===== src/logic/ecs_regs.svh =====
`ifndef ECS_REGS_SVH
`define ECS_REGS_SVH

// ----------------------------------------
// Register indices and byte addresses
// ----------------------------------------
`define ECS_IDX_BUF_MODE 8'h28
`define ECS_IDX_MPS 8'h2A
`define ECS_IDX_AUTO 8'h2C
`define ECS_IDX_CTRL 8'h40
`define ECS_IDX_STAT 8'h41
`define ECS_IDX_IEN 8'h42
`define ECS_ADDR_BUF_MODE 10'h0A0
`define ECS_ADDR_MPS 10'h0A8
`define ECS_ADDR_AUTO 10'h0B0
`define ECS_ADDR_CTRL 10'h100
`define ECS_ADDR_STAT 10'h104
`define ECS_ADDR_IEN 10'h108

// ----------------------------------------
// Field positions
// ----------------------------------------
`define ECS_RD_MULTI_BIT 15
`define ECS_RD_BLK_HI 13
`define ECS_RD_BLK_LO 8
`define ECS_WR_MULTI_BIT 7
`define ECS_WR_BLK_HI 5
`define ECS_WR_BLK_LO 0
`define ECS_MPS_HI 6
`define ECS_AUTO_CFG_BIT 1
`define ECS_AUTO_ADR_BIT 0
`define ECS_HS_HI 15
`define ECS_HS_LO 14
`define ECS_VALID_BIT 13
`define ECS_CLEAR_BIT 12
`define ECS_DIR_BIT 0
`define ECS_ST_STAGE_BIT 0
`define ECS_ST_OVR_BIT 1
`define ECS_ST_DEVICE_STATE_CHANGE_FLAG_BIT 2
`define ECS_ST_RANGE_BIT 3
`define ECS_IEN_OVR_BIT 0
`define ECS_IEN_STAGE_ERROR_IRQ_ENABLE_BIT 1
`define ECS_IEN_CONFIG_CHANGE_IRQ_ENABLE_BIT 2
`define ECS_IEN_ADDRESS_CHANGE_IRQ_ENABLE_BIT 3

// ----------------------------------------
// Reset values and sizes
// ----------------------------------------
`define ECS_RST_BUF_MODE 16'h0000
`define ECS_RST_MPS 16'h0008
`define ECS_RST_AUTO 16'h0000
`define ECS_BLOCK_BYTES 13'h0040
`define ECS_LAST_BLOCK 6'h2F
`define ECS_FIFO_BYTES 13'h0C00
`define ECS_CONT_RX_BYTES 9'h100
`define ECS_HS_NAK 2'h0
`define ECS_HS_BUF 2'h1

`endif


===== src/logic/ecs_pkg.sv =====
`default_nettype none
package ecs_pkg;

    // Device state, one-hot
    typedef enum logic [2:0] {
        DS_DEFAULT = 3'b001,
        DS_ADDRESS = 3'b010,
        DS_CONFIGURED = 3'b100
    } ecs_dev_state_t;

    // EP0 buffer phase, one-hot
    typedef enum logic [1:0] {
        BP_OPEN = 2'b01,
        BP_VALID = 2'b10
    } ecs_buf_phase_t;

    // Answer to a data-stage token
    typedef enum logic [1:0] {
        RS_NAK = 2'h0,
        RS_ACK = 2'h1,
        RS_DATA = 2'h2,
        RS_STALL = 2'h3
    } ecs_resp_t;

    // Decoded setup request
    typedef struct packed {
        logic set_address;
        logic set_config;
        logic value_nonzero;
    } ecs_req_t;

    // Data-stage answer from the block
    typedef struct packed {
        ecs_resp_t code;
        logic [6:0] len;
    } ecs_ans_t;

endpackage
`default_nettype wire


===== src/logic/ecs_ep0_cfg.sv =====
`include "ecs_regs.svh"
`default_nettype none
module ecs_ep0_cfg #(
    parameter int AW = 10,
    parameter logic [12:0] FIFO_BYTES = `ECS_FIFO_BYTES
) (
    // Clock and reset
    input wire logic aclk,
    input wire logic aresetn,
    // AXI4-Lite slave
    input wire logic [AW-1:0] s_axi_awaddr,
    input wire logic s_axi_awvalid,
    output logic s_axi_awready,
    input wire logic [31:0] s_axi_wdata,
    input wire logic [3:0] s_axi_wstrb,
    input wire logic s_axi_wvalid,
    output logic s_axi_wready,
    output logic [1:0] s_axi_bresp,
    output logic s_axi_bvalid,
    input wire logic s_axi_bready,
    input wire logic [AW-1:0] s_axi_araddr,
    input wire logic s_axi_arvalid,
    output logic s_axi_arready,
    output logic [31:0] s_axi_rdata,
    output logic [1:0] s_axi_rresp,
    output logic s_axi_rvalid,
    input wire logic s_axi_rready,
    // CPU side of the EP0 buffer
    input wire logic buf_wr_stb,
    input wire logic [1:0] buf_wr_bytes,
    input wire logic [8:0] cont_tx_len,
    // Protocol engine
    input wire logic in_token_stb,
    input wire logic out_pkt_stb,
    input wire logic [10:0] out_pkt_len,
    input wire logic req_stb,
    input wire ecs_pkg::ecs_req_t req,
    input wire ecs_pkg::ecs_dev_state_t dev_state,
    output ecs_pkg::ecs_ans_t ans,
    output logic ans_stb,
    output logic auto_zlp_stb,
    // Buffer placement
    output logic [11:0] rd_buf_base,
    output logic [11:0] wr_buf_base,
    output logic [11:0] act_buf_base,
    output logic [8:0] act_buf_bytes,
    output logic [8:0] rx_fill_bytes,
    // Flags
    output logic buffer_valid_flag,
    output logic stage_change_flag,
    output logic empty_or_oversize_flag,
    output logic device_state_change_flag
);

    // ----------------------------------------
    // Helpers
    // ----------------------------------------
    function automatic logic [12:0] blk_base(input logic [5:0] blk);
        blk_base = 13'({blk, 6'h00}) * 13'h0001;
    endfunction

    function automatic logic [8:0] min9(input logic [8:0] a, input logic [8:0] b);
        min9 = (a < b) ? a : b;
    endfunction

    // ----------------------------------------
    // Registers
    // ----------------------------------------
    logic [15:0] mode_ff;
    logic [6:0] ep0_max_packet_bytes_ff;
    logic [1:0] auto_ff;
    logic [1:0] hs_ff;
    logic dir_ff;
    logic [3:0] ien_ff;
    logic stage_ff, ovr_ff, device_state_change_flag_ff, range_ff;
    ecs_pkg::ecs_buf_phase_t phase_ff;
    logic [8:0] cnt_ff;
    ecs_pkg::ecs_dev_state_t prev_state_ff;

    logic read_multi_packet, write_multi_packet;
    logic auto_config_response, auto_address_response;
    logic [5:0] rd_blk, wr_blk;
    logic [8:0] mps9;
    assign read_multi_packet = mode_ff[`ECS_RD_MULTI_BIT];
    assign write_multi_packet = mode_ff[`ECS_WR_MULTI_BIT];
    assign rd_blk = mode_ff[`ECS_RD_BLK_HI:`ECS_RD_BLK_LO];
    assign wr_blk = mode_ff[`ECS_WR_BLK_HI:`ECS_WR_BLK_LO];
    assign auto_config_response = auto_ff[`ECS_AUTO_CFG_BIT];
    assign auto_address_response = auto_ff[`ECS_AUTO_ADR_BIT];
    assign mps9 = {2'b00, ep0_max_packet_bytes_ff};

    // ----------------------------------------
    // AXI4-Lite write channel
    // ----------------------------------------
    logic aw_held_ff, w_held_ff;
    logic [AW-1:0] awaddr_ff;
    logic [31:0] wdata_ff;
    logic [3:0] wstrb_ff;
    logic wr_go;
    logic [15:0] wmask;
    assign wr_go = aw_held_ff && w_held_ff && !s_axi_bvalid;
    assign wmask = {{8{wstrb_ff[1]}}, {8{wstrb_ff[0]}}};

    // Ready flops hold the inverse of the held flags so the ports stay registered
    always_ff @(posedge aclk) begin
        if (!aresetn) begin
            aw_held_ff <= 1'b0;
            w_held_ff <= 1'b0;
            s_axi_awready <= 1'b1;
            s_axi_wready <= 1'b1;
            awaddr_ff <= '0;
            wdata_ff <= 32'h0000_0000;
            wstrb_ff <= 4'h0;
        end else begin
            if (s_axi_awvalid && s_axi_awready) begin
                aw_held_ff <= 1'b1;
                s_axi_awready <= 1'b0;
                awaddr_ff <= s_axi_awaddr;
            end else if (wr_go) begin
                aw_held_ff <= 1'b0;
                s_axi_awready <= 1'b1;
            end
            if (s_axi_wvalid && s_axi_wready) begin
                w_held_ff <= 1'b1;
                s_axi_wready <= 1'b0;
                wdata_ff <= s_axi_wdata;
                wstrb_ff <= s_axi_wstrb;
            end else if (wr_go) begin
                w_held_ff <= 1'b0;
                s_axi_wready <= 1'b1;
            end
        end
    end

    logic wr_mode, wr_mps, wr_auto, wr_ctrl, wr_stat, wr_ien;
    assign wr_mode = wr_go && awaddr_ff == `ECS_ADDR_BUF_MODE;
    assign wr_mps = wr_go && awaddr_ff == `ECS_ADDR_MPS;
    assign wr_auto = wr_go && awaddr_ff == `ECS_ADDR_AUTO;
    assign wr_ctrl = wr_go && awaddr_ff == `ECS_ADDR_CTRL;
    assign wr_stat = wr_go && awaddr_ff == `ECS_ADDR_STAT;
    assign wr_ien = wr_go && awaddr_ff == `ECS_ADDR_IEN;

    always_ff @(posedge aclk) begin
        if (!aresetn) begin
            s_axi_bvalid <= 1'b0;
            s_axi_bresp <= 2'h0;
        end else if (wr_go) begin
            s_axi_bvalid <= 1'b1;
            s_axi_bresp <= (wr_mode || wr_mps || wr_auto || wr_ctrl || wr_stat || wr_ien) ? 2'h0 : 2'h3;
        end else if (s_axi_bready) begin
            s_axi_bvalid <= 1'b0;
        end
    end

    // ----------------------------------------
    // Configuration registers
    // ----------------------------------------
    always_ff @(posedge aclk) begin
        if (!aresetn) begin
            mode_ff <= `ECS_RST_BUF_MODE;
            ep0_max_packet_bytes_ff <= 7'(`ECS_RST_MPS);
            auto_ff <= 2'h0;
            hs_ff <= `ECS_HS_NAK;
            dir_ff <= 1'b0;
            ien_ff <= 4'h0;
        end else begin
            // Reserved bits 14 and 6 stay zero
            if (wr_mode) begin
                mode_ff <= (mode_ff & ~wmask) | (wdata_ff[15:0] & wmask & 16'hBFBF);
            end
            if (wr_mps && wstrb_ff[0]) begin
                ep0_max_packet_bytes_ff <= wdata_ff[`ECS_MPS_HI:0];
            end
            if (wr_auto && wstrb_ff[0]) begin
                auto_ff <= wdata_ff[1:0];
            end
            if (wr_ctrl && wstrb_ff[1] && phase_ff == ecs_pkg::BP_OPEN) begin
                hs_ff <= wdata_ff[`ECS_HS_HI:`ECS_HS_LO];
            end
            if (wr_ctrl && wstrb_ff[0]) begin
                dir_ff <= wdata_ff[`ECS_DIR_BIT];
            end
            if (wr_ien && wstrb_ff[0]) begin
                ien_ff <= wdata_ff[3:0];
            end
        end
    end

    // ----------------------------------------
    // Buffer placement
    // ----------------------------------------
    logic [12:0] rd_base13, wr_base13, rd_end, wr_end;
    logic [8:0] rd_size, wr_size;
    assign rd_base13 = blk_base(rd_blk);
    assign wr_base13 = blk_base(wr_blk);
    assign rd_size = read_multi_packet ? cont_tx_len : 9'(`ECS_BLOCK_BYTES);
    assign wr_size = write_multi_packet ? `ECS_CONT_RX_BYTES : 9'(`ECS_BLOCK_BYTES);
    assign rd_end = rd_base13 + {4'h0, rd_size};
    assign wr_end = wr_base13 + {4'h0, wr_size};

    always_ff @(posedge aclk) begin
        if (!aresetn) begin
            rd_buf_base <= 12'h000;
            wr_buf_base <= 12'h000;
            act_buf_base <= 12'h000;
            act_buf_bytes <= 9'h000;
        end else begin
            rd_buf_base <= rd_base13[11:0];
            wr_buf_base <= wr_base13[11:0];
            act_buf_base <= dir_ff ? rd_base13[11:0] : wr_base13[11:0];
            act_buf_bytes <= dir_ff ? rd_size : wr_size;
        end
    end

    // ----------------------------------------
    // Transfer engine
    // ----------------------------------------
    logic cpu_force, cpu_clear, fill_done, rx_short, rx_over;
    logic [8:0] cnt_sum, tx_len, rx_sum;
    assign cpu_force = wr_ctrl && wstrb_ff[1] && wdata_ff[`ECS_VALID_BIT];
    assign cpu_clear = wr_ctrl && wstrb_ff[1] && wdata_ff[`ECS_CLEAR_BIT];
    assign cnt_sum = cnt_ff + {7'h00, buf_wr_bytes};
    // fill completes at max packet or length
    assign fill_done = read_multi_packet ? (cnt_sum >= cont_tx_len) : (cnt_sum >= mps9);
    assign tx_len = min9(cnt_ff, mps9);
    assign rx_over = {2'b00, mps9} < out_pkt_len;
    assign rx_short = out_pkt_len[8:0] < mps9;
    assign rx_sum = cnt_ff + out_pkt_len[8:0];

    always_ff @(posedge aclk) begin
        if (!aresetn) begin
            phase_ff <= ecs_pkg::BP_OPEN;
            cnt_ff <= 9'h000;
            ans <= '0;
            ans_stb <= 1'b0;
            ovr_ff <= 1'b0;
        end else begin
            ans_stb <= 1'b0;
            if (wr_stat && wstrb_ff[0] && wdata_ff[`ECS_ST_OVR_BIT]) begin
                ovr_ff <= 1'b0;
            end
            if (cpu_clear) begin
                phase_ff <= ecs_pkg::BP_OPEN;
                cnt_ff <= 9'h000;
            end else if (dir_ff) begin
                if (phase_ff == ecs_pkg::BP_OPEN) begin
                    if (cpu_force) begin
                        phase_ff <= ecs_pkg::BP_VALID;
                    end else if (buf_wr_stb) begin
                        cnt_ff <= cnt_sum;
                        if (fill_done) begin
                            phase_ff <= ecs_pkg::BP_VALID;
                        end
                    end
                end
                if (in_token_stb) begin
                    ans_stb <= 1'b1;
                    ans.len <= 7'h00;
                    if (hs_ff[1]) begin
                        ans.code <= ecs_pkg::RS_STALL;
                    end else if (hs_ff == `ECS_HS_NAK || phase_ff != ecs_pkg::BP_VALID) begin
                        ans.code <= ecs_pkg::RS_NAK;
                    end else begin
                        ans.code <= ecs_pkg::RS_DATA;
                        ans.len <= tx_len[6:0];
                        cnt_ff <= cnt_ff - tx_len;
                        // end after one packet, length or short
                        if (!read_multi_packet || cnt_ff == tx_len || tx_len < mps9) begin
                            phase_ff <= ecs_pkg::BP_OPEN;
                            cnt_ff <= 9'h000;
                        end
                    end
                end
            end else if (out_pkt_stb) begin
                ans_stb <= 1'b1;
                ans.len <= 7'h00;
                if (hs_ff[1]) begin
                    ans.code <= ecs_pkg::RS_STALL;
                end else if (hs_ff == `ECS_HS_NAK || phase_ff != ecs_pkg::BP_OPEN) begin
                    ans.code <= ecs_pkg::RS_NAK;
                end else if (rx_over) begin
                    ans.code <= ecs_pkg::RS_STALL;
                    ovr_ff <= 1'b1;
                end else begin
                    ans.code <= ecs_pkg::RS_ACK;
                    ans.len <= out_pkt_len[6:0];
                    cnt_ff <= rx_sum;
                    // unit, short or 256 bytes completes
                    if (!write_multi_packet || rx_short || rx_sum >= `ECS_CONT_RX_BYTES) begin
                        phase_ff <= ecs_pkg::BP_VALID;
                    end
                end
            end
        end
    end

    // ----------------------------------------
    // Setup requests and status flags
    // ----------------------------------------
    logic cfg_auto, adr_auto, req_ours, state_moved, stage_set, device_state_change_flag_set, stage_error_irq_enable_set;
    assign cfg_auto = auto_config_response && req.set_config &&
        ((dev_state == ecs_pkg::DS_ADDRESS && req.value_nonzero) ||
         (dev_state == ecs_pkg::DS_CONFIGURED && !req.value_nonzero));
    assign adr_auto = auto_address_response && req.set_address && dev_state == ecs_pkg::DS_DEFAULT;
    assign req_ours = req.set_config || req.set_address;
    assign stage_error_irq_enable_set = out_pkt_stb && !dir_ff && !hs_ff[1] && hs_ff != `ECS_HS_NAK &&
        phase_ff == ecs_pkg::BP_OPEN && rx_over && ien_ff[`ECS_IEN_STAGE_ERROR_IRQ_ENABLE_BIT];
    // no auto answer sets stage flag
    assign stage_set = (req_stb && req_ours && !cfg_auto && !adr_auto) || stage_error_irq_enable_set;
    assign state_moved = prev_state_ff != dev_state;
    assign device_state_change_flag_set = state_moved &&
        ((ien_ff[`ECS_IEN_ADDRESS_CHANGE_IRQ_ENABLE_BIT] && (prev_state_ff == ecs_pkg::DS_DEFAULT ||
          dev_state == ecs_pkg::DS_DEFAULT)) ||
         (ien_ff[`ECS_IEN_CONFIG_CHANGE_IRQ_ENABLE_BIT] && (prev_state_ff == ecs_pkg::DS_CONFIGURED ||
          dev_state == ecs_pkg::DS_CONFIGURED)));

    always_ff @(posedge aclk) begin
        if (!aresetn) begin
            stage_ff <= 1'b0;
            device_state_change_flag_ff <= 1'b0;
            range_ff <= 1'b0;
            auto_zlp_stb <= 1'b0;
            prev_state_ff <= ecs_pkg::DS_DEFAULT;
        end else begin
            prev_state_ff <= dev_state;
            auto_zlp_stb <= req_stb && (cfg_auto || adr_auto);
            // Set wins over a same-cycle clear
            stage_ff <= (stage_ff && !(wr_stat && wstrb_ff[0] && wdata_ff[`ECS_ST_STAGE_BIT])) || stage_set;
            device_state_change_flag_ff <= (device_state_change_flag_ff && !(wr_stat && wstrb_ff[0] && wdata_ff[`ECS_ST_DEVICE_STATE_CHANGE_FLAG_BIT])) || device_state_change_flag_set;
            range_ff <= rd_blk > `ECS_LAST_BLOCK || wr_blk > `ECS_LAST_BLOCK ||
                rd_end > FIFO_BYTES || wr_end > FIFO_BYTES;
        end
    end

    always_ff @(posedge aclk) begin
        if (!aresetn) begin
            buffer_valid_flag <= 1'b0;
            stage_change_flag <= 1'b0;
            empty_or_oversize_flag <= 1'b0;
            device_state_change_flag <= 1'b0;
            rx_fill_bytes <= 9'h000;
        end else begin
            buffer_valid_flag <= phase_ff == ecs_pkg::BP_VALID;
            stage_change_flag <= stage_ff;
            empty_or_oversize_flag <= ovr_ff;
            device_state_change_flag <= device_state_change_flag_ff;
            rx_fill_bytes <= cnt_ff;
        end
    end

    // ----------------------------------------
    // AXI4-Lite read channel
    // ----------------------------------------
    logic [15:0] rd_word;
    logic rd_hit;
    always_comb begin
        rd_word = 16'h0000;
        rd_hit = 1'b1;
        unique case (s_axi_araddr)
            `ECS_ADDR_BUF_MODE: rd_word = mode_ff;
            `ECS_ADDR_MPS: rd_word = {9'h000, ep0_max_packet_bytes_ff};
            `ECS_ADDR_AUTO: rd_word = {14'h0000, auto_ff};
            `ECS_ADDR_CTRL: rd_word = {hs_ff, phase_ff == ecs_pkg::BP_VALID, 12'h000, dir_ff};
            `ECS_ADDR_STAT: rd_word = {12'h000, range_ff, device_state_change_flag_ff, ovr_ff, stage_ff};
            `ECS_ADDR_IEN: rd_word = {12'h000, ien_ff};
            default: rd_hit = 1'b0;
        endcase
    end

    always_ff @(posedge aclk) begin
        if (!aresetn) begin
            s_axi_arready <= 1'b1;
            s_axi_rvalid <= 1'b0;
            s_axi_rdata <= 32'h0000_0000;
            s_axi_rresp <= 2'h0;
        end else if (s_axi_arvalid && s_axi_arready) begin
            s_axi_arready <= 1'b0;
            s_axi_rvalid <= 1'b1;
            s_axi_rdata <= {16'h0000, rd_word};
            s_axi_rresp <= rd_hit ? 2'h0 : 2'h3;
        end else if (s_axi_rready) begin
            s_axi_arready <= 1'b1;
            s_axi_rvalid <= 1'b0;
        end
    end

endmodule
`default_nettype wire


===== config.mk =====
export PLATFORM = sky130hd
export DESIGN_NAME = ecs_ep0_cfg
export DESIGN_NICKNAME = d
export VERILOG_FILES = /design/src/logic/ecs_pkg.sv /design/src/logic/ecs_ep0_cfg.sv
export VERILOG_INCLUDE_DIRS = /design/src /design/src/logic
export SDC_FILE = /design/constraint.sdc
export NUM_CORES = 1
export LEC_CHECK = 0
export ABC_AREA = 1
export BUFFER_PORTS_ARGS = -buffer_cell sky130_fd_sc_hd__buf_2
export CAP_MARGIN = 20
export CORE_MARGIN = 3
export CORE_UTILIZATION = 59
export CTS_CLUSTER_SIZE = 28
export DETAILED_ROUTE_END_ITERATION = 7
export PLACE_DENSITY = 0.87
export RECOVER_POWER = 50
export SLEW_MARGIN = 20
export SYNTH_ARGS = -nofsm -noshare
export SYNTH_HDL_FRONTEND = slang
export SYNTH_SLANG_ARGS = --single-unit

===== constraint.sdc =====
create_clock -name aclk -period 4.5 [get_ports aclk]
set_clock_uncertainty 0.05 [all_clocks]
set_input_delay 0.45 -clock aclk [delete_from_list [all_inputs] [get_ports aclk]]
set_output_delay 0.45 -clock aclk [all_outputs]
set_load 0.01 [all_outputs]

* Word level (Yosys, flattened, before mapping)
Index checks and enable logic that the tools add are counted.
** Storage, ports and cells
- Logic and storage cells :: 251
- Output and inout port bits :: 110
- Bits in latches :: 0
- Input bits :: 95
- RAM bits :: 0
- Register bits :: 174
- Memories :: 0
- ROM bits :: 0
** Operators by class
- Div/mod/pow operators :: 0
- Equality and inequality tests :: 27
- Reductions and logical operators :: 90
- Multiply operators :: 0
- Bitwise logic cells :: 6
- Shift operators :: 0
- Multiplexer cells :: 71
- $add $sub $neg :: 5
- $lt $le $gt $ge :: 11
** Operators by type and width (count)
- $mux 9 :: 19
- $pmux 16 s6 :: 1
- $eq 10x8->1 const B :: 6
- $eq 10x9->1 const B :: 6
- $logic_and 1x1->1 :: 44
- $mux 2 :: 21
- $mux 7 :: 5
- $and 16x16->16 :: 2
- $lt 9x7->1 :: 3
- $add 12x9->13 :: 2
- $gt 13x12->1 const B :: 2
- $mux 1 :: 24
- $logic_or 1x1->1 :: 23
- $not 16->16 :: 1
- $or 16x16->16 :: 1
- $reduce_bool 2->1 :: 7
- $gt 6x6->1 const B :: 2
- $mux 12 :: 1
- $lt 7x11->1 :: 1
- $logic_not 1->1 :: 10
- $add 9x2->9 :: 1
- $add 9x9->9 :: 1
- $eq 9x9->1 :: 1
- $ge 9x7->1 :: 1
- 18 further kinds :: 25

* Depth between registers and ports, before layout
Gate-level depths: netlist of the first run.
- Word-level depth :: 12
- Depth in mapped cells :: 22
- Gate-level depth less buffers :: 22

* Worst setup path before layout of the first run
No wires, ideal clock.
- Kind :: reg-to-reg
- From :: register cnt_ff[2]
- To :: register cnt_ff[8]
- Data required time :: 4.380 ns
- Stages on the path, launching flop included :: 20
- Clock period less this slack :: 2.953 ns
- Slack :: 1.547 ns
- Arrival time :: 2.833 ns
- Setup time :: 0.070 ns
- Buffers on the path :: 1
- Cells stage by stage :: dfxtp_1 ha_1 a21oi_1 o21ai_0 nand2_1 nand3_4 buf_6 nand2_1 o21ai_2 ha_1 fa_1 o21ai_1 nand2_1 nand2_1 nand2_1 nand3_1 nand2_1 nand3_1 nand4_1 a21oi_1
** Between the ends
- Cells in the longest elaborated chain, start to end :: 10
- Elaborated cells between the ends (all ways) :: 21
- Those cells by class :: add/sub: 3; order compare: 2; eq/ne: 1; mux: 13; reduce/logical: 2
** RTL lines
- start, declared :: line ecs_ep0_cfg.sv:77 : logic [8:0] cnt_ff;
- start signal, assigned :: line ecs_ep0_cfg.sv:250 : cnt_ff <= cnt_sum;
- start signal, assigned :: line ecs_ep0_cfg.sv:266 : cnt_ff <= cnt_ff - tx_len;
- start signal, assigned :: line ecs_ep0_cfg.sv:287 : cnt_ff <= rx_sum;
- branches (longest 9 deep; another with $lt 9x7->1)
- $mux 9 (*) :: line ecs_ep0_cfg.sv:245 : end else if (dir_ff) begin
Every way passes the cells marked *. The select of a mux whose other input is x is not followed.
A chain may end at the register's enable or synchronous reset.

==> summary.txt, run 1 <==
WORST SETUP PATH
--------------------------------------------------------------------------------------------------
CP arrival                                                                                 4030 ps
Required time at the worst-slack endpoint                                                  4820 ps
Type of the worst setup path                                                          primary input to register
Worst Setup End Kind                                                                      register
CP max FO                                                                                       57
Nature of the critical path startpoint                                                primary input

TIMING
--------------------------------------------------------------------------------------------------
Setup TNS Final                                                                               0 ps
Part of the cycle the worst path needs                                                       82.4%
Worst rel slew slack                                                                        -42.1%
Final hold violations                                                                            0
Unrepaired setup endpoints after global routing                                                 no
Tightest Pin Transition                                                                    2130 ps
Number of setup violations in the final report                                                   0
Minimum period implied by the final worst setup slack                                      3710 ps
Max Clock Freq                                                                             270 MHz
Number of max-slew violations in the final report                                               58

PWR
--------------------------------------------------------------------------------------------------
Worst IR drop on VDD                                                                      0.300 mV
PD cells                                                                               325 nW/um^2
Static leakage power                                                                    0.00485 uW
Total power of the final layout                                                            3280 uW

YOSYS
--------------------------------------------------------------------------------------------------
Largest area contributor in the netlist                                                    dfxtp_1
Synth Flop Type                                                                            dfxtp_1
Syn Inst Count                                                                                1203
YS warnings                                                                                      0
Post-synthesis sequential area ratio                                                         35.0%
Share of Yosys cell area claimed by the top area cell type                                   35.0%
EDFF count, synth                                                                                0
Synth Area per Inst                                                                      7.32 um^2
Number of flip-flops and latches in the synthesized netlist                                    154
Cell area after synthesis                                                                8800 um^2
Synth cell types                                                                                55
Cells taking the most area after synthesis                                            dfxtp_1, nand2_1, ha_1
Post-synthesis async set-or-reset flop share                                                    0%

FLOORPLAN
--------------------------------------------------------------------------------------------------
Ports                                                                                          205
Die Footprint                                                                           16400 um^2
DIE WIDTH                                                                                   128 um
Site Rows                                                                                       44
Starting utilization of the core area                                                        60.3%
Core Footprint                                                                          14600 um^2
Die span in y                                                                               128 um

CLOCK NETWORK
--------------------------------------------------------------------------------------------------
PostCTS Resize Cnt                                                                               0
Clock transition time at the flip-flop clock pins of the worst setup and hold paths          60 ps
Number of CTS-inserted buffers                                                                  17
Later-pin clock latency in the skew report                                                  430 ps
CTS sink cnt                                                                                   154
Clock tree from TritonCTS                                                                      yes
Root buffer cell                                                                         clkbuf_16
Post-CTS Hold Fix Bufs                                                                           0
Max Buffers Root-to-Sink                                                                         2
CTS HTree Levels                                                                                 4
Setup Fix Bufs, Post-CTS                                                                         0

GLOBAL ROUTE
--------------------------------------------------------------------------------------------------
Initial antenna violation count                                                                  1
Sum of overflow across all layers after global routing                                           0
Wire length of the first global-routing pass                                              37300 um
Number of global-route vias before repair                                                     7742
Maximum number of pins on one net before global-route repair                                    58
Total global-route track usage                                                               28.3%

PLACED DESIGN
--------------------------------------------------------------------------------------------------
Detailed placement HPWL                                                                   17300 um
Count of buffers inserted at the top-level ports                                               152
Routability congestion estimate from global placement                                        0.989

DETAILED ROUTING
--------------------------------------------------------------------------------------------------
Count of antenna-violating nets left after detailed routing                                      0
Iteration-0 DRC Markers                                                                        914
Drt total wl                                                                              24000 um
Number of remaining DRC errors                                                                   0
Vias per cell                                                                                 5.61
Routed vias                                                                                   8629
Drt first pass iters                                                                             7
DR WL/cell                                                                                 15.6 um

LAYOUT
--------------------------------------------------------------------------------------------------
Signed area change from the synthesized netlist to the final layout                          14.5%
Fraction of final layout cells sized beyond drive strength 1                                 12.7%
Total number of nets in the final design                                                      1504

FLOW RUN
--------------------------------------------------------------------------------------------------
Max-cap violations                                                                               1

WORST HOLD PATH
--------------------------------------------------------------------------------------------------
Path class of the lowest-slack min-delay path                                         primary input to register

STATUS
--------------------------------------------------------------------------------------------------
Result of the run                                                                     finished with violations
Violated checks                                                                       max-capacitance violations, max-slew violations

## critical path, stage by stage
cell and delay, ps:
clkbuf_1 1500, clkbuf_1 1090, nand2_1 470, inv_1 300
o22ai_1 130, inv_1 70
## cell type report
class | count | area, um^2
diodes | 1 | 2.50
clock buffers | 19 | 443
clock inverters | 12 | 211
fillers | 1203 | 4510
inverters | 193 | 729
multi-input cells | 817 | 4670
flip-flops and latches | 154 | 3080
well taps | 184 | 230
repair buffers | 159 | 713
## synth_stat cells, types with 8 or more instances
cell type,instances
a21oi_1,96
ha_1,63
o21ai_2,8
o21ai_0,70
nor2_1,80
nor2_2,10
nor3_1,13
xnor2_1,9
clkbuf_1,23
o211ai_1,12
dfxtp_1,154
nand4_1,22
buf_4,37
o21ai_1,18
nand3_1,70
o22ai_1,16
xor2_1,13
nand2_1,211
a211oi_1,18
inv_1,171
inv_2,16
## cell families after synthesis
group	Yosys count	share of synthesized area, %
xor+xnor	22	2.19
compound gates	257	16.8
flops	154	35.0
simple gates	437	22.7
buf+inv	265	13.4
fa+ha+maj	67	9.87
other cells	1	0.0426
## layout by cell type (no fill, tap or decap), drive strengths merged, types with 3 or more instances in the layout
master	count
nand3b	3
nor4	3
nor3	18
nand4	23
bufinv	5
buf	81
conb	34
dfxtp	154
o211ai	12
a211oi	19
clkinv	4
inv	194
clkbuf	97
nor2	91
nand3	77
ha	63
xnor2	9
or2	5
a31oi	3
a21oi	97
o22ai	16
xor2	13
o21ai	96
nand2	216
fa	4
## power breakdown
group	total [uW]	leakage, uW	internal, uW	switching, uW
sequential	1420	0.00125	1400	24.2
clock	1600	0.000313	1010	594
combinational	255	0.00328	83.9	172
total	3280	0.00485	2490	789
## through the flow
stage	instances	hold WS (ps)	cell area, um^2	utilization [%]	setup slack [ps]
global placement	1507	380	9520	65.3	1180
floorplan	1236	366	8930	-	1550
finish	1539	211	10100	69.1	790
CTS	1538	205	10200	69.8	977
global route	1539	225	10100	69.1	512
detailed placement	1507	389	9520	65.3	1050
## worst paths after layout
path | startpoint | to | slack, ps | cells after the start
setup reg to reg | cnt_ff[2] | cnt_ff[5] | 820 | 17
hold reg to reg | mode_ff[6] | mode_ff[6] | 400 | 2
hold / removal | s_axi_rready | s_axi_arready | 210 | 3
setup / recovery | aresetn | act_buf_base[10] | 790 | 6
## registers in the layout, indices dropped and copies added (netlist names), 2 cells and up, named ones only
register and count:
hs_ff 2, act_buf_base 6, ien_ff 4, ans 9, mode_ff 2, wstrb_ff 2
ep0_max_packet_bytes_ff 7, prev_state_ff 3, cnt_ff 9, awaddr_ff 10, rx_fill_bytes 9, rd_buf_base 6
act_buf_bytes 9, auto_ff 2, phase_ff 2, wr_buf_base 6, s_axi_rdata 16, wdata_ff 16
## metal layers
layer | global-route usage [%] | wire, um | part of all wire, % | vias to the layer above
met3 | 4.63 | 2460 | 10 | 76
li1 | - | - | - | 4183
met5 | 0 | 0 | 0 | -
met1 | 37.3 | 9800 | 41 | 3855
met2 | 46.0 | 10900 | 45 | 515
met4 | 11.8 | 826 | 3.4 | 0
(Power assumes the default switching activity.)
==> inputs of run 2 (changes only) <==
--- a/config.mk
+++ b/config.mk
@@ -6,14 +6,14 @@
 export SDC_FILE = /design/constraint.sdc
 export NUM_CORES = 1
 export LEC_CHECK = 0
-export ABC_AREA = 1
+export ABC_AREA = 0
 export BUFFER_PORTS_ARGS = -buffer_cell sky130_fd_sc_hd__buf_2
 export CAP_MARGIN = 20
 export CORE_MARGIN = 3
-export CORE_UTILIZATION = 59
+export CORE_UTILIZATION = 55
 export CTS_CLUSTER_SIZE = 28
 export DETAILED_ROUTE_END_ITERATION = 7
-export PLACE_DENSITY = 0.87
+export PLACE_DENSITY = 0.82
 export RECOVER_POWER = 50
 export SLEW_MARGIN = 20
 export SYNTH_ARGS = -nofsm -noshare
==> constraint.sdc (replaced) <==
create_clock -name aclk -period 3.6 [get_ports aclk]
set_clock_uncertainty 0.05 [all_clocks]
set_input_delay 0.36 -clock aclk [delete_from_list [all_inputs] [get_ports aclk]]
set_output_delay 0.36 -clock aclk [all_outputs]
set_load 0.01 [all_outputs]
==> summary.txt, run 2 <==
STATUS
--------------------------------------------------------------------------------------------------
Result of the run                                                                     finished with violations   unchanged
Violated checks                                                                       max-capacitance violations, max-slew violations   unchanged

YOSYS
--------------------------------------------------------------------------------------------------
Synth cell types                                                                                78   was 55
Share of Yosys cell area claimed by the top area cell type                                   34.9%   was 35.0%
Post-synthesis adder-cell area fraction                                                      9.83%   was 9.86%
YS warnings                                                                                      0   unchanged
Share of synthesized area spent on multiplexers                                              6.85%   was 0%
Most common cell in the netlist                                                            dfxtp_1   was nand2_1
Syn Inst Count                                                                                1012   was 1203
Post-synthesis async set-or-reset flop share                                                    0%   unchanged
Synth Flop Type                                                                            dfxtp_1   unchanged
Synthesized-area fraction occupied by and/or/nand/nor cells                                  20.5%   was 22.7%
Post-synthesis sequential area ratio                                                         34.9%   was 35.0%
Compound-gate portion of the synthesized area                                                18.3%   was 16.8%
Cell area after synthesis                                                                8840 um^2   was 8800 um^2
Number of flip-flops and latches in the synthesized netlist                                    154   unchanged
Largest family of logic cells by synthesized area                                     simple AND/OR/NAND/NOR gates   unchanged
Synth Area per Inst                                                                      8.73 um^2   was 7.32 um^2
Cells taking the most area after synthesis                                            dfxtp_1, ha_1, mux2i_1   was dfxtp_1, nand2_1, ha_1
Xor/xnor cell area share of the yosys netlist                                                2.28%   was 2.19%
Most frequent cells after synthesis                                                   dfxtp_1, nand2_1, ha_1   was nand2_1, inv_1, dfxtp_1
EDFF count, synth                                                                                0   unchanged
Largest area contributor in the netlist                                                    dfxtp_1   unchanged

WORST HOLD PATH
--------------------------------------------------------------------------------------------------
Path class of the lowest-slack min-delay path                                         primary input to register   unchanged
Launch point of the worst hold path                                                        req_stb   was s_axi_rready
End of the worst hold path                                                            auto_zlp_stb   was s_axi_arready
Number of stages on the worst hold path                                                          3   unchanged

CLOCK NETWORK
--------------------------------------------------------------------------------------------------
Root buffer cell                                                                         clkbuf_16   unchanged
Clock tree from TritonCTS                                                                      yes   unchanged
Later-pin clock latency in the skew report                                                  420 ps   was 430 ps
Post-CTS Hold Fix Bufs                                                                           0   unchanged
CTS HTree Levels                                                                                 4   unchanged
CTS sink cnt                                                                                   154   unchanged
Max Buffers Root-to-Sink                                                                         2   unchanged
Clock transition time at the flip-flop clock pins of the worst setup and hold paths          60 ps   about the same
Number of CTS-inserted buffers                                                                  17   unchanged

DETAILED ROUTING
--------------------------------------------------------------------------------------------------
Drt total wl                                                                              25100 um   was 24000 um
Vias per cell                                                                                 5.69   was 5.61
Iteration-0 DRC Markers                                                                        661   was 914
Routed vias                                                                                   8071   was 8629
Count of antenna-violating nets left after detailed routing                                      0   unchanged
Number of remaining DRC errors                                                                   0   unchanged
Drt first pass iters                                                                             7   unchanged
DR WL/cell                                                                                 17.7 um   was 15.6 um

WORST SETUP PATH
--------------------------------------------------------------------------------------------------
Type of the worst setup path                                                          register to register   was primary input to register
Required time at the worst-slack endpoint                                                  3870 ps   was 4820 ps
CP max FO                                                                                        5   was 57
Top Family by Delay on Critical Path                                                  compound AO/OA/AOI/OAI gates   was buffers and inverters
Nature of the critical path startpoint                                                    register   was primary input
Worst Setup End Kind                                                                      register   unchanged
Launch instance of the worst register-to-register path                                ep0_max_packet_bytes_ff[6]   was cnt_ff[2]
Number of buffer and inverter instances along the worst setup path                               5   was 4
Worst setup path startpoint                                                           ep0_max_packet_bytes_ff[6]   was aresetn
CP arrival                                                                                 3720 ps   was 4030 ps
Critical Path, Cell by Cell                                                           inv_1, ha_4, a2111oi_4, o21ai_1, a21oi_2, buf_6, mux2i_4, inv_2, ha_4, buf_4, nand4_1, o211ai_1, a211oi_2, o21ai_1, buf_4, nand4_1, a221oi_1   was clkbuf_1, clkbuf_1, nand2_1, inv_1, o22ai_1, inv_1
Worst flop-to-flop path endpoint                                                         cnt_ff[2]   was cnt_ff[5]
Standard cell with the maximum stage delay on the critical path                            dfxtp_2   was clkbuf_1
Worst reg2reg path depth                                                                        17   unchanged
Setup slack of the worst register-to-register path                                          160 ps   was 820 ps
Max stage delay on crit path                                                                330 ps   was 1500 ps

FLOORPLAN
--------------------------------------------------------------------------------------------------
DIE WIDTH                                                                                   133 um   was 128 um
Starting utilization of the core area                                                        57.1%   was 60.3%
Ports                                                                                          205   unchanged
Die Footprint                                                                           17600 um^2   was 16400 um^2
Site Rows                                                                                       45   was 44
Core Footprint                                                                          15500 um^2   was 14600 um^2
Die span in y                                                                               133 um   was 128 um

LAYOUT
--------------------------------------------------------------------------------------------------
Fraction of final layout cells sized beyond drive strength 1                                 18.4%   was 12.7%
Leading cell type in the layout, fill and taps excluded                                    dfxtp_1   was nand2_1
Post-layout instance area                                                               10700 um^2   was 10100 um^2
Highest-count cells in the layout ignoring fill and taps                              dfxtp_1, nand2_1, buf_2, clkbuf_1   was nand2_1, inv_1, dfxtp_1, a21oi_1, nor2_1
Diodes inserted                                                                                  0   was 1
Signed area change from the synthesized netlist to the final layout                          21.6%   was 14.5%
Total number of nets in the final design                                                      1356   was 1504
Largest registers                                                                     s_axi_rdata (16), wdata_ff (16), awaddr_ff (10)   unchanged
Utilization after layout                                                                     69.4%   was 69.1%

PWR
--------------------------------------------------------------------------------------------------
Worst IR drop on VDD                                                                      0.364 mV   was 0.300 mV
Static leakage power                                                                    0.00452 uW   was 0.00485 uW
PD cells                                                                               358 nW/um^2   was 325 nW/um^2
Total power of the final layout                                                            3850 uW   was 3280 uW

TIMING
--------------------------------------------------------------------------------------------------
Max Clock Freq                                                                             290 MHz
Final hold violations                                                                            0   unchanged
Part of the cycle the worst path needs                                                       95.6%
Minimum period implied by the final worst setup slack                                      3440 ps
Number of setup violations in the final report                                                   0   unchanged
Setup TNS Final                                                                               0 ps   unchanged
Number of max-slew violations in the final report                                              143   was 58
Worst Hold Slack                                                                            117 ps   was 211 ps
Tightest Pin Transition                                                                    1840 ps   was 2130 ps
Worst rel slew slack                                                                        -23.0%   was -42.1%

GLOBAL ROUTE
--------------------------------------------------------------------------------------------------
Sum of overflow across all layers after global routing                                           0   unchanged
Number of global-route vias before repair                                                     7429   was 7742
Initial antenna violation count                                                                  0   was 1
Wire length of the first global-routing pass                                              39000 um   was 37300 um
Maximum number of pins on one net before global-route repair                                    51   was 58
Total global-route track usage                                                               27.7%   was 28.3%

FLOW RUN
--------------------------------------------------------------------------------------------------
Max-cap violations                                                                               3   was 1

PLACED DESIGN
--------------------------------------------------------------------------------------------------
Count of buffers inserted at the top-level ports                                               152   unchanged
Routability congestion estimate from global placement                                         1.02   was 0.989
Detailed placement HPWL                                                                   19000 um   was 17300 um
Placed inst area                                                                         9930 um^2   was 9520 um^2

run 2: cell count changes in the layout (fill, tap and decap cells not counted), moves of 13 or more:
cell,before,now
o21ai_0,70,37
a21boi_0,1,45
and2_1,0,31
nand3_1,70,22
mux2i_1,0,51
nor2_1,80,35
nand4_1,22,7
a21oi_1,96,30
nand2b_1,0,13
nand2_1,210,114
nor2b_1,0,44
inv_1,171,45
buf_4,6,55
run 2: area by class of cell:
| type | count | area (um^2) |
|---|---|---|
| multi-input cells | 759 | 5510 |
| fillers | 1234 | 4740 |
| flip-flops and latches | 154 | 3080 |
| repair buffers | 211 | 1120 |
| clock buffers | 23 | 458 |
| well taps | 211 | 264 |
| inverters | 51 | 191 |
| clock inverters | 9 | 115 |
run 2: cell families after synthesis:
| kind of cell | after synthesis |
|---|---|
| AO/OA/AOI/OAI | 231 |
| XOR/XNOR | 23 |
| adder cells (fa/ha/maj) | 67 |
| buffers and inverters | 132 |
| flip-flops | 154 |
| multiplexers | 60 |
| other | 1 |
| AND/OR/NAND/NOR | 344 |
run 2: worst min-delay path, delay by kind of cell:
kind | cells | cell delay [ps]
buffers and inverters | 1 | 110
and+or+nand+nor | 2 | 90
run 2: layer usage:
layer / global-route usage, % / vias to the layer above / part of all wire (%)
li1: - / 3881 / -
met1: 37.5 / 3769 / 43
met2: 43.8 / 369 / 45
met3: 6.54 / 52 / 9.0
met4: 9.41 / 0 / 2.4
met5: 0 / - / 0
run 2: metrics by stage:
| step | setup slack [ps] | instances |
|---|---|---|
| after floorplan | -14.1 | 1045 |
| after global placement | -139 | 1380 |
| after detailed placement | -246 | 1380 |
| after CTS | -4.63 | 1414 |
| after global routing | -4.16 | 1418 |
| final | 157 | 1418 |
run 2: report_power, final:
group	leakage (uW)	internal [uW]	total, uW	switching (uW)
sequential	0.00125	1750	1780	38.7
clock	0.000272	1040	1760	720
combinational	0.00299	117	297	180
run 2: repair_timing:
action                                 CTS  global route
endpoints found under the hold margin    0             0
setup endpoints to repair               11            11
setup buffers                            2             4
cloned                                   0             0
resized for setup                       15            37
pin swaps                                4            10
run 2: worst max-delay path by stage:
stage                     depth (start not counted)         to  slack [ps]
after floorplan                                  12  cnt_ff[7]         -10
after global placement                           16  cnt_ff[7]        -140
after detailed placement                         14  cnt_ff[7]        -250
after CTS                                        14  cnt_ff[7]          -5
after global routing                             16  cnt_ff[2]          -4
final                                            17  cnt_ff[2]         160
